<file path="src/core/nio_pkg.sv">
// Purpose: constants for the narrow io ports group (single, octal input, quad ports)
// Assumes: classic wishbone, 32-bit data, register index = byte address / 4
// Notes:   register data sits in the low byte, upper bits read zero
//
// Behaviour
// - single pin drives when its direction bit is 1 and gpio mode is on, input otherwise.
// - both direction registers read back as all ones.
// - single direction resets to 80h on reset and hw standby; kept in sw standby.
// - in sw standby a driving pin keeps its output level.
// - single port read with direction 1 returns the latch bit.
// - single data bit 7 reads 1; bits 6,2,1 read latch if direction 1, else 1.
// - single data bits 5..3 store writes; read latch if direction 1, else undefined.
// - single data resets to 80h on reset and hw standby; kept in sw standby.
// - gpio only when all wait enables set and wait mode high 0; else wait input.
// - octal port read always returns its current pin levels.
// - quad pins are gpio and feed the four interrupt request inputs.
// - lowest quad pin drives when its direction bit is 1.
// - quad direction resets to E0h on reset and hw standby; kept in sw standby.
// - quad read bits 3..0 return latch where direction 1, pin level where 0.
// - quad data bits 7..5 read 1; bit 4 reads latch if direction 1, else 1.
// - quad data resets to E0h on reset and hw standby; kept in sw standby.

package nio_pkg;

    // ----------------------------------------
    // bus geometry
    // ----------------------------------------
    localparam int          ADR_W = 18;
    localparam int          IDX_W = 16;

    // ----------------------------------------
    // register indices
    // ----------------------------------------
    localparam logic [15:0] IDX_SINGLE_DIR = 16'hFFC9;
    localparam logic [15:0] IDX_SINGLE_DAT = 16'hFFCB;
    localparam logic [15:0] IDX_QUAD_DIR   = 16'hFFCD;
    localparam logic [15:0] IDX_OCTAL_DAT  = 16'hFFCE;
    localparam logic [15:0] IDX_QUAD_DAT   = 16'hFFCF;

    // ----------------------------------------
    // reset values and fixed fields
    // ----------------------------------------
    localparam logic [7:0]  RST_SINGLE     = 8'h80;
    localparam logic [7:0]  RST_QUAD       = 8'hE0;
    localparam logic [7:0]  DIR_READ_VAL   = 8'hFF;
    localparam logic [7:0]  WAIT_ALL_EN    = 8'hFF;
    localparam logic [7:0]  SINGLE_FIX_ONE = 8'h80;
    localparam logic [7:0]  QUAD_FIX_ONE   = 8'hE0;
    localparam logic [7:0]  SINGLE_ONE_BITS = 8'h46;
    localparam logic [7:0]  SINGLE_UNDEF_BITS = 8'h38;

endpackage : nio_pkg

</file>
<file path="src/core/nio_ports.sv">
// Purpose: register file and pin logic of the single, octal input and quad ports
// Assumes: pins come from outside the clock domain; wait controller bits and standby
//          levels come from logic on ref_clk
// Notes:   one wait cycle per bus access, ack and read data both from flops

`timescale 1ns/10ps

module nio_ports
(
    // clock and reset
    input  wire logic                         ref_clk,
    input  wire logic                         rst,
    // wishbone slave
    input  wire logic                         cyc_i,
    input  wire logic                         stb_i,
    input  wire logic                         we_i,
    input  wire logic [nio_pkg::ADR_W-1:0]    adr_i,
    input  wire logic [3:0]                   sel_i,
    input  wire logic [31:0]                  dat_i,
    output logic      [31:0]                  dat_o,
    output logic                              ack_o,
    // standby and wait controller state
    input  wire logic                         hw_standby,
    input  wire logic                         sw_standby,
    input  wire logic [7:0]                   wait_area_enable_bits,
    input  wire logic                         wait_mode_select_high,
    // single pin port
    input  wire logic                         single_pin_i,
    output logic                              single_pin_o,
    output logic                              single_pin_oe,
    output logic                              wait_n_o,
    // octal input port
    input  wire logic [7:0]                   octal_pin_i,
    // quad port
    input  wire logic [3:0]                   quad_pin_i,
    output logic      [3:0]                   quad_pin_o,
    output logic      [3:0]                   quad_pin_oe,
    output logic      [3:0]                   irq_n_o
);

    // ----------------------------------------
    // declarations
    // ----------------------------------------
    logic [7:0]              dir_s_q;
    logic [7:0]              dat_s_q;
    logic [7:0]              dir_q_q;
    logic [7:0]              dat_q_q;
    logic [1:0]              single_sync_q;
    logic [7:0]              octal_meta_q;
    logic [7:0]              octal_sync_q;
    logic [3:0]              quad_meta_q;
    logic [3:0]              quad_sync_q;
    logic                    ack_q;
    logic [31:0]             dat_o_q;
    logic [31:0]             rd_d;
    logic [nio_pkg::IDX_W-1:0] idx;
    logic                    req;
    logic                    wr;
    logic                    gpio_mode;

    assign idx = adr_i[nio_pkg::ADR_W-1:2];
    assign req = cyc_i && stb_i && !ack_q;
    // writes held off in sw standby so the latches really retain
    assign wr  = req && we_i && sel_i[0] && !sw_standby;

    assign gpio_mode = (wait_area_enable_bits == nio_pkg::WAIT_ALL_EN) && !wait_mode_select_high;

    // ----------------------------------------
    // pin synchronisers
    // ----------------------------------------
    always_ff @(posedge ref_clk)
    begin
        single_sync_q <= {single_sync_q[0], single_pin_i};
        octal_meta_q  <= octal_pin_i;
        octal_sync_q  <= octal_meta_q;
        quad_meta_q   <= quad_pin_i;
        quad_sync_q   <= quad_meta_q;
    end

    // ----------------------------------------
    // single port registers
    // ----------------------------------------
    // reset and hw standby load
    always_ff @(posedge ref_clk)
    begin
        if (rst || hw_standby)
            dir_s_q <= nio_pkg::RST_SINGLE;
        else if (wr && idx == nio_pkg::IDX_SINGLE_DIR)
            dir_s_q <= dat_i[7:0] | nio_pkg::SINGLE_FIX_ONE;
    end

    always_ff @(posedge ref_clk)
    begin
        if (rst || hw_standby)
            dat_s_q <= nio_pkg::RST_SINGLE;
        else if (wr && idx == nio_pkg::IDX_SINGLE_DAT)
            dat_s_q <= dat_i[7:0] | nio_pkg::SINGLE_FIX_ONE;
    end

    // ----------------------------------------
    // quad port registers
    // ----------------------------------------
    // reset and hw standby load
    always_ff @(posedge ref_clk)
    begin
        if (rst || hw_standby)
            dir_q_q <= nio_pkg::RST_QUAD;
        else if (wr && idx == nio_pkg::IDX_QUAD_DIR)
            dir_q_q <= dat_i[7:0] | nio_pkg::QUAD_FIX_ONE;
    end

    always_ff @(posedge ref_clk)
    begin
        if (rst || hw_standby)
            dat_q_q <= nio_pkg::RST_QUAD;
        else if (wr && idx == nio_pkg::IDX_QUAD_DAT)
            dat_q_q <= dat_i[7:0] | nio_pkg::QUAD_FIX_ONE;
    end

    // ----------------------------------------
    // read mux
    // ----------------------------------------
    always_comb
    begin
        rd_d = 32'h0000_0000;
        unique case (idx)
            nio_pkg::IDX_SINGLE_DIR,
            nio_pkg::IDX_QUAD_DIR:
                rd_d[7:0] = nio_pkg::DIR_READ_VAL;
            nio_pkg::IDX_SINGLE_DAT:
            begin
                rd_d[7:0] = nio_pkg::SINGLE_FIX_ONE
                          | (nio_pkg::SINGLE_ONE_BITS & (dat_s_q | ~dir_s_q));
                rd_d[5:3] = dat_s_q[5:3];
                rd_d[0]   = dir_s_q[0] ? dat_s_q[0] : single_sync_q[1];
            end
            nio_pkg::IDX_OCTAL_DAT:
                rd_d[7:0] = octal_sync_q;
            nio_pkg::IDX_QUAD_DAT:
            begin
                rd_d[7:5] = nio_pkg::QUAD_FIX_ONE[7:5];
                rd_d[4]   = dir_q_q[4] ? dat_q_q[4] : 1'b1;
                rd_d[3:0] = (dat_q_q[3:0] & dir_q_q[3:0]) | (quad_sync_q & ~dir_q_q[3:0]);
            end
            default:
                rd_d = 32'h0000_0000;
        endcase
    end

    // ----------------------------------------
    // bus answer
    // ----------------------------------------
    always_ff @(posedge ref_clk)
    begin
        if (rst)
            ack_q <= 1'b0;
        else
            ack_q <= req;
    end

    always_ff @(posedge ref_clk)
    begin
        if (rst)
            dat_o_q <= 32'h0000_0000;
        else if (req && !we_i)
            dat_o_q <= rd_d;
    end

    assign ack_o = ack_q;
    assign dat_o = dat_o_q;

    // ----------------------------------------
    // pin drivers
    // ----------------------------------------
    // single pin drive
    always_ff @(posedge ref_clk)
    begin
        if (rst)
        begin
            single_pin_oe <= 1'b0;
            single_pin_o  <= 1'b0;
            wait_n_o      <= 1'b1;
        end
        else
        begin
            single_pin_oe <= gpio_mode && dir_s_q[0];
            // latch held, so level held in sw standby
            single_pin_o  <= dat_s_q[0];
            // wait input passes only outside gpio mode
            wait_n_o      <= gpio_mode ? 1'b1 : single_sync_q[1];
        end
    end

    // only the lowest quad pin can drive
    always_ff @(posedge ref_clk)
    begin
        if (rst)
        begin
            quad_pin_oe <= 4'h0;
            quad_pin_o  <= 4'h0;
        end
        else
        begin
            // upper pins never driven even if misprogrammed
            quad_pin_oe <= {3'b000, dir_q_q[0]};
            quad_pin_o  <= {3'b000, dat_q_q[0]};
        end
    end

    // interrupt requests follow the quad pins in every mode
    always_ff @(posedge ref_clk)
    begin
        if (rst)
            irq_n_o <= 4'hF;
        else
            irq_n_o <= quad_sync_q;
    end
endmodule // nio_ports

</file>
<file path="config.mk">
export PLATFORM = sky130hd
export DESIGN_NAME = nio_ports
export DESIGN_NICKNAME = d
export VERILOG_FILES = /design/src/core/nio_pkg.sv /design/src/core/nio_ports.sv
export SDC_FILE = /design/constraint.sdc
export NUM_CORES = 1
export LEC_CHECK = 0
export BUFFER_PORTS_ARGS = -buffer_cell sky130_fd_sc_hd__buf_4
export CORE_UTILIZATION = 44
export DETAILED_ROUTE_END_ITERATION = 8
export GPL_ROUTABILITY_DRIVEN = 1
export PLACE_DENSITY = 0.9
export SLEW_MARGIN = 20
export SYNTH_ARGS = -nofsm -noshare
export SYNTH_HDL_FRONTEND = slang
export SYNTH_SLANG_ARGS = --single-unit
</file>
<file path="constraint.sdc">
create_clock -name ref_clk -period 2.3 [get_ports ref_clk]
set_input_delay 0.46 -clock ref_clk [delete_from_list [all_inputs] [get_ports ref_clk]]
set_output_delay 0.46 -clock ref_clk [all_outputs]
set_load 0.05 [all_outputs]
</file>
==> impl_metrics.json, run 1 <==
{
  "outcome": "complete, no violations",
  "ys_types": 36,
  "final_util_pct": 59.6,
  "wl_per_cell_um": 11.8,
  "rsz0062_at_grt": "false",
  "crit_required_ps": 2550,
  "die-area_um2": 5880,
  "vdd_ir_drop_max_mv": 0.514,
  "max_cap_violations": 0,
  "n_antenna_cell": 0,
  "gp_congestion": 0.785,
  "cts_max_path_buffers": 2,
  "dp.cells": 377,
  "area_growth_pct": 27.1,
  "ys_seq_area_share_pct": 53.0,
  "cts_resized": 0,
  "crit_slowest_cell": "or4_1",
  "ant_nets": 0,
  "p_leak_nw": 1.45,
  "critPathArrivalTime_ps": 1890,
  "clk_pin_slew_worst_paths_ps": 70,
  "layout_min_cycle_time_ps": 1630,
  "cts-root-buf": "clkbuf_8",
  "yosys_warnings": 0,
  "drive_above_1_share_pct": 29.4,
  "pwr-share-comb_pct": 11.1,
  "clk_latency_ps": 340,
  "hold_buffers": 0,
  "die_h_um": 76.7,
  "vias": 1807,
  "initial_core_util_pct": 46.9,
  "post-synth-top-count-cell": "dfxtp_1",
  "grt_pass1_vias": 1874,
  "coreArea_um2": 5240,
  "setup_violations": 0,
  "synthTopCellsByArea": "dfxtp_1 53%, mux2i_1 11%, buf_4 9.8%",
  "grt_pass1_wl_um": 7840,
  "portBuffers": 70,
  "fin_crit_sh_pct": 71.1,
  "initialDrtViolationCount": 50,
  "fin_cells": 393,
  "total_power_w": 0.00240,
  "pre_cts_ws_ps": 305,
  "overflow": 0,
  "ctsHtreeMaxLevel": 3,
  "fmax_mhz": 612,
  "seqPwrFrac_pct": 48.5,
  "fin_skew_ps": 6.73,
  "grt.total_usage_pct": 17.3,
  "clockPowerShare_pct": 40.3,
  "min_path_type": "in -> reg",
  "fin_nets": 401,
  "grt_max_degree": 29,
  "finalHoldViolCount": 0,
  "synth_edf_count": 0,
  "finalMaxSlewViolations": 0,
  "yosysTopAreaCell": "dfxtp_1",
  "end_kind": "register",
  "first_pass_iters": 4,
  "ios": 131,
  "finalWorstSetupSlack_ps": 665,
  "synth_area_um2": 2450,
  "slowest_delay_ps": 660,
  "drt_wl_total_um": 4620,
  "path_max_fanout": 7,
  "syn_area_per_cell_um2": 9.98,
  "netlist.area_leader.share_pct": 53.0,
  "power.switching_w": 0.000603,
  "setup.worst_path.start_class": "input pin",
  "async_flop_share_pct": 0,
  "critPathKind": "in -> reg",
  "cts_tree": "built",
  "post_cts_buffers": 0,
  "avgViaCountPerCell": 4.60,
  "path_cells": "buf_4 -> and4bb_1 -> nand4_1 -> or4_1 -> o31ai_2",
  "rows": 26,
  "cts_sinks": 65,
  "antenna_found_initial": 0,
  "ys_ff_latch": 65,
  "die_w_um": 76.7,
  "p_sw_share_pct": 25.1,
  "synth-main-ff-cell": "dfxtp_1",
  "drc": 0,
  "synth_cells": 246,
  "timing.setup.tns_ps": 0,
  "p_int_w": 0.00180,
  "powerDensity_nw_per_um2": 769,
  "hpwl_um": 3460,
  "synth_common_cells": "65 x dfxtp_1, 39 x nand2_1, 32 x buf_4",
  "numCtsBuffers": 9
}
-- per-stage QoR --
stage                     hold WS [ps]  cell area [um2]
after floorplan                    310             2560
after global placement             312             2910
after detailed placement           312             2910
after CTS                          206             3120
after global routing               192             3120
final                              221             3120
-- power by group through the flow --
stage          Sequential (W)  Combinational (W)  Clock [W]
6_report              0.00116           0.000267   0.000967
4_1_cts               0.00116           0.000268   0.000992
3_5_place_dp          0.00119           0.000267          0
5_1_grt               0.00117           0.000286    0.00106
3_3_place_gp          0.00119           0.000263          0
2_1_floorplan         0.00121           0.000201          0
-- layout by cell type (no fill, tap or decap), types with 2 or more instances in the layout --
cell type,instances
o211ai_1,2
and4_1,2
o31ai_2,2
a21oi_1,15
conb_1,30
buf_4,71
and3_1,2
nand4_1,3
or2_2,4
o21ai_0,8
nor2_1,5
and3b_1,3
dfxtp_1,65
nand2_1,39
nand3_1,3
nand2b_1,3
clkbuf_8,11
clkinv_2,3
nor2b_1,6
inv_1,4
mux2i_1,26
-- logic make-up (layout without fill, tap and decap cells) --
logic type	after synthesis	after routing	synth area share, %
compound gates	30	30	7.19
buf+inv	43	91	11.6
flops	65	65	53.0
mux	26	26	10.6
other cells	1	30	0.153
simple gates	81	81	17.4
-- final timing paths --
check	startpoint	to	slack [ps]	cells past startpoint
worst min-delay path	octal_pin_i[5]	octal_meta_q[5]	220	1
worst max-delay path	adr_i[6]	dat_o[5]	670	5
worst max register to register	ack_o	dat_s_q[6]	700	4
worst min register to register	quad_meta_q[3]	quad_sync_q[3]	320	0
-- sequential cells by signal, summed over array words and instances, names as in the netlist --
| signal | count |
|---|---|
| ack_o | 1 |
| dat_o | 8 |
| dat_q_q | 5 |
| dat_s_q | 7 |
| dir_q_q | 5 |
| dir_s_q | 4 |
| irq_n_o | 4 |
| octal_meta_q | 8 |
| octal_sync_q | 8 |
| quad_meta_q | 4 |
| quad_pin_o | 1 |
| quad_pin_oe | 1 |
| quad_sync_q | 4 |
| single_pin_o | 1 |
| single_pin_oe | 1 |
| single_sync_q | 2 |
| wait_n_o | 1 |
-- cell type report --
class	count	area, um2
clock buffer	11	151
clock inverter	5	53.8
fill	470	2120
inverter	4	15.0
multi-input combinational	167	977
sequential	65	1300
tap	70	87.6
timing repair buffer	71	533
-- metal layers --
metal	vias to the layer above	wire length, um	GRT usage (%)
met5	-	0	0
met4	0	67	6.54
met3	8	295	7.02
met2	66	2410	32.3
met1	822	1850	16.7
li1	911	-	-
-- worst max-delay path, delay by kind of cell --
family,cells,cell delay (ps)
and+or+nand+nor,3,1030
AOI/OAI and AO/OA,1,290
buffers and inverters,1,110
No activity file was read; power rests on OpenSTA's default activity.
==> run 2: changes to the inputs <==
Clock period 2.3 ns to 1.7 ns, I/O delays scaled along.
==> run 2 against run 1 <==
  * Clock power grew 38%
  * Flip-flop and latch count unchanged
  * Largest power group unchanged
  * Setup slack got worse by 510 ps
==> impl_metrics.json, run 2 (synthesis gave the netlist of run 1 again) <==
{
  "outcome": "complete, no violations",
  "multi_input_area_um2": 977,
  "avgViaCountPerCell": 4.61,
  "ant_nets": 0,
  "powerDensity_nw_per_um2": 1030,
  "drive_above_1_share_pct": 30.5,
  "critPathArrivalTime_ps": 1790,
  "die_w_um": 76.7,
  "reg2reg_depth": 3,
  "ios": 131,
  "area_growth_pct": 30.1,
  "hold_buffers": 0,
  "clk_pin_slew_worst_paths_ps": 60,
  "cts_resized": 0,
  "fin_skew_ps": 3.68,
  "finalHoldViolCount": 0,
  "fin_nets": 409,
  "clk_latency_ps": 330,
  "pwr-share-comb_pct": 11.4,
  "layout_min_cycle_time_ps": 1540,
  "seqCellArea_um2": 1300,
  "finalMaxSlewViolations": 0,
  "initial_core_util_pct": 46.9,
  "setup.worst_path.start_class": "input pin",
  "vdd_ir_drop_max_mv": 0.472,
  "wl_per_cell_um": 12.0,
  "gp_congestion": 0.747,
  "setup_violations": 0,
  "placed_cell_area_um2": 2990,
  "hpwl_um": 3610,
  "n_antenna_cell": 0,
  "rsz0062_at_grt": "false",
  "r2r_end": "dat_o[6]",
  "p_sw_share_pct": 24.2,
  "post_cts_buffers": 0,
  "overflow": 0,
  "clockPowerShare_pct": 40.5,
  "grt_pass1_wl_um": 8000,
  "finalWorstSetupSlack_ps": 156,
  "seqPwrFrac_pct": 48.1,
  "pre_cts_ws_ps": -185,
  "vias": 1850,
  "path_max_fanout": 7,
  "fmax_mhz": 648,
  "cts_sinks": 65,
  "nFillCells": 450,
  "die-area_um2": 5880,
  "power.switching_w": 0.000793,
  "antenna_found_initial": 0,
  "holdPathEnd": "quad_meta_q[2]",
  "cts_max_path_buffers": 2,
  "timing.rr.start": "ack_o",
  "drc": 0,
  "cts-root-buf": "clkbuf_8",
  "critPathKind": "in -> reg",
  "mostFrequentLayoutCells": "78 x buf_4, 65 x dfxtp_1, 39 x nand2_1, 30 x conb_1, 26 x mux2i_1",
  "first_pass_iters": 4,
  "timing.setup.tns_ps": 0,
  "min_path_type": "in -> reg",
  "crit_required_ps": 1950,
  "portBuffers": 70,
  "cts_tree": "built",
  "ctsHtreeMaxLevel": 3,
  "grt_max_degree": 29,
  "fin_crit_sh_pct": 90.8,
  "initialDrtViolationCount": 58,
  "grt_pass1_vias": 1862,
  "end_kind": "register",
  "drt_wl_total_um": 4810,
  "layout_commonest_cell": "buf_4",
  "worstHoldPathCells": 1,
  "numCtsBuffers": 9,
  "p_leak_nw": 1.49,
  "coreArea_um2": 5240,
  "die_h_um": 76.7,
  "max_cap_violations": 0,
  "rows": 26,
  "rrSetupSlack_ps": 170,
  "hp-start": "quad_pin_i[2]",
  "fin_area_um2": 3190,
  "grt.total_usage_pct": 17.8,
  "p_int_w": 0.00248
}
-- run 2: how the worst max path moves through the flow --
stage,startpoint,to,slack [ps],depth (start not counted)
2_1_floorplan,ack_o,dat_o[5],40,4
3_3_place_gp,adr_i[6],dat_o[6],-150,5
3_5_place_dp,adr_i[6],dat_o[6],-180,5
4_1_cts,adr_i[6],dat_o[6],170,5
5_1_grt,ack_o,dat_o[5],80,3
6_report,adr_i[6],dat_o[6],160,5
-- run 2: metal layers --
layer | track usage, % | up-vias | wire length, um
met5 | 0 | - | 0
met4 | 6.92 | 0 | 63
met3 | 7.38 | 5 | 274
met2 | 32.5 | 65 | 2530
met1 | 17.8 | 851 | 1950
li1 | - | 929 | -
-- run 2: metrics by stage --
stage          hold slack (ps)  power (W)  std cells  utilization (%)
5_1_grt                   77.9    0.00343        401             61.0
2_1_floorplan              310    0.00190        275                -
4_1_cts                   93.5    0.00331        401             61.0
6_report                   107    0.00327        401             61.0
3_3_place_gp               312    0.00197        385             57.0
3_5_place_dp               312    0.00198        385             57.0
-- run 2: worst max-delay path, stage by stage --
cell,delay [ps]
buf_4,100
and4bb_1,270
nand4_1,120
or4_1,680
o31ai_2,280
-- run 2: final cells by class --
cell class,instances,area share (%)
multi-input combinational,167,30.6
clock inverter,2,1.10
tap,70,2.74
clock buffer,14,5.41
inverter,4,0.470
timing repair buffer,79,19.0
sequential,65,40.7
-- run 2: power groups by stage --
stage,Clock [W],Sequential (W),Combinational (W)
2_1_floorplan,0,0.00163,0.000272
3_3_place_gp,0,0.00161,0.000364
3_5_place_dp,0,0.00161,0.000371
4_1_cts,0.00136,0.00158,0.000373
5_1_grt,0.00145,0.00158,0.000397
6_report,0.00133,0.00158,0.000372
==> run 3: changes to the inputs <==
Settings changed: GPL_TIMING_DRIVEN set to 0.
==> run 3 against run 2 <==
  * Wire length increased by 5.6%
  * Via count increased by 6.6%
  * Flip-flop and latch count stayed put
  * Maximum frequency fell by 1.7%
  * Design area grew 7.6%
  * Cell count up 7.5%
  * Register-to-register slack got worse by 40 ps
  * Clock power is 17% higher
  * Non-clock buffer count is 30 higher
  * Largest power group unchanged
==> impl_metrics.json, run 3 (synthesis gave the netlist of run 1 again) <==
{
  "critPathArrivalTime_ps": 1780,
  "holdWs_ps": 100,
  "r2r_end": "dat_q_q[4]",
  "fin_crit_sh_pct": 92.4,
  "critPathKind": "reg -> reg",
  "cp-startpoint": "ack_o",
  "clk_latency_ps": 340,
  "ant_nets": 0,
  "path_max_fanout": 5,
  "grt_max_degree": 12,
  "vdd_ir_drop_max_mv": 0.734,
  "drt_wl_total_um": 5080,
  "antenna_found_initial": 0,
  "crit_family": "simple AND/OR/NAND/NOR gates",
  "drc": 0,
  "initial_core_util_pct": 46.9,
  "layout_commonest_cell": "buf_4",
  "gp_congestion": 0.813,
  "grt_pass1_wl_um": 8220,
  "finalHoldViolCount": 0,
  "max_cap_violations": 0,
  "finalMaxSlewViolations": 0,
  "overflow": 0,
  "mostFrequentLayoutCells": "102 x buf_4, 65 x dfxtp_1, 39 x nand2_1, 30 x conb_1, 26 x mux2i_1",
  "end_kind": "register",
  "area_growth_pct": 40.0,
  "fin_nets": 439,
  "cts-root-buf": "clkbuf_8",
  "slowest_delay_ps": 390,
  "rsz0062_at_grt": "false",
  "vias": 1973,
  "timing.rr.start": "ack_o",
  "crit_slowest_cell": "nand4_1",
  "drive_above_1_share_pct": 35.7,
  "wl_per_cell_um": 11.8,
  "cts_sinks": 65,
  "min_path_type": "in -> reg",
  "die-area_um2": 5880,
  "rows": 26,
  "fin_skew_ps": 6.41,
  "path_cells": "and3b_1 -> and4_2 -> nand4_1 -> mux2i_1",
  "ctsHtreeMaxLevel": 3,
  "cp.buffers_inverters": 0,
  "numCtsBuffers": 9,
  "powerDensity_nw_per_um2": 1040,
  "setup_violations": 0,
  "rrSetupSlack_ps": 130,
  "nFillCells": 436,
  "reg2reg_depth": 4,
  "clk_pin_slew_worst_paths_ps": 70,
  "hpwl_um": 3850,
  "cts_tree": "built",
  "n_antenna_cell": 0,
  "grt_pass1_vias": 1949,
  "final_util_pct": 65.6,
  "crit_path_end": "dat_q_q[4]",
  "p_leak_nw": 1.65,
  "avgViaCountPerCell": 4.58,
  "portBuffers": 70,
  "die_h_um": 76.7,
  "setup.worst_path.start_class": "register",
  "initialDrtViolationCount": 70,
  "fmax_mhz": 636,
  "slew_headroom_pct": 54.6,
  "tightestPinTransition_ps": 679,
  "grt.total_usage_pct": 18.0,
  "layout_min_cycle_time_ps": 1570,
  "die_w_um": 76.7,
  "first_pass_iters": 5,
  "cts_max_path_buffers": 2,
  "outcome": "complete, no violations",
  "cp.depth": 4,
  "crit_required_ps": 1910,
  "ios": 131,
  "coreArea_um2": 5240
}
-- run 3: cell types whose count changed in the layout (fill, tap and decap cells not counted), sizes merged --
cell and change:
buf +27, bufinv +2, clkinvlp +1
-- run 3: metrics by stage --
step	total power [W]	area, um2	instances	setup TNS, ps	setup WS (ps)
finish	0.00356	3440	431	0	129
global route	0.00370	3440	431	0	29.9
CTS	0.00358	3420	431	0	87.4
detailed placement	0.00203	3180	415	-2100	-159
global placement	0.00203	3180	415	-992	-116
floorplan	0.00190	2560	275	0	38.9
-- run 3: repair_timing --
action,CTS,global route
endpoints found under the setup margin,0,1
setup buffers,0,0
hold endpoints to repair,0,0
resized for setup,0,1
hold buffers,0,0
-- run 3: how the worst min path moves through the flow --
stage                     from               to  cells after the start
5_1_grt         octal_pin_i[4]  octal_meta_q[4]                      1
2_1_floorplan  octal_meta_q[0]  octal_sync_q[0]                      0
6_report        octal_pin_i[3]  octal_meta_q[3]                      1
3_3_place_gp   octal_meta_q[1]  octal_sync_q[1]                      0
4_1_cts         octal_pin_i[0]  octal_meta_q[0]                      1
3_5_place_dp   octal_meta_q[5]  octal_sync_q[5]                      0
-- run 3: area by class of cell --
type	instances	area, um2	share of cell area [%]
plain buffers	39	270	7.86
clock buffers	11	141	4.11
clock inverters	5	103	2.99
inverters	4	15.0	0.437
multi-input cells	167	993	28.9
flip-flops and latches	65	1300	37.9
well taps	70	87.6	2.55
repair buffers	70	526	15.3
-- run 3: power breakdown --
| part | switching (W) | internal [W] |
|---|---|---|
| sequential | 0.0000120 | 0.00156 |
| clock | 0.000544 | 0.00101 |
| combinational | 0.000263 | 0.000169 |
| total | 0.000819 | 0.00274 |
-- run 3: per-layer routing --
metal	vias to the layer above	track usage, %	part of all wire, %
li1	988	-	-
met1	907	17.8	39
met2	69	33.3	53
met3	9	7.62	6.9
met4	0	6.54	1.4
met5	-	0	0
-- run 3: worst register-to-register path, cell delays in order, from the launching register on --
cell,delay (ps)
dfxtp_1,320
and3b_1,230
and4_2,280
nand4_1,390
mux2i_1,230
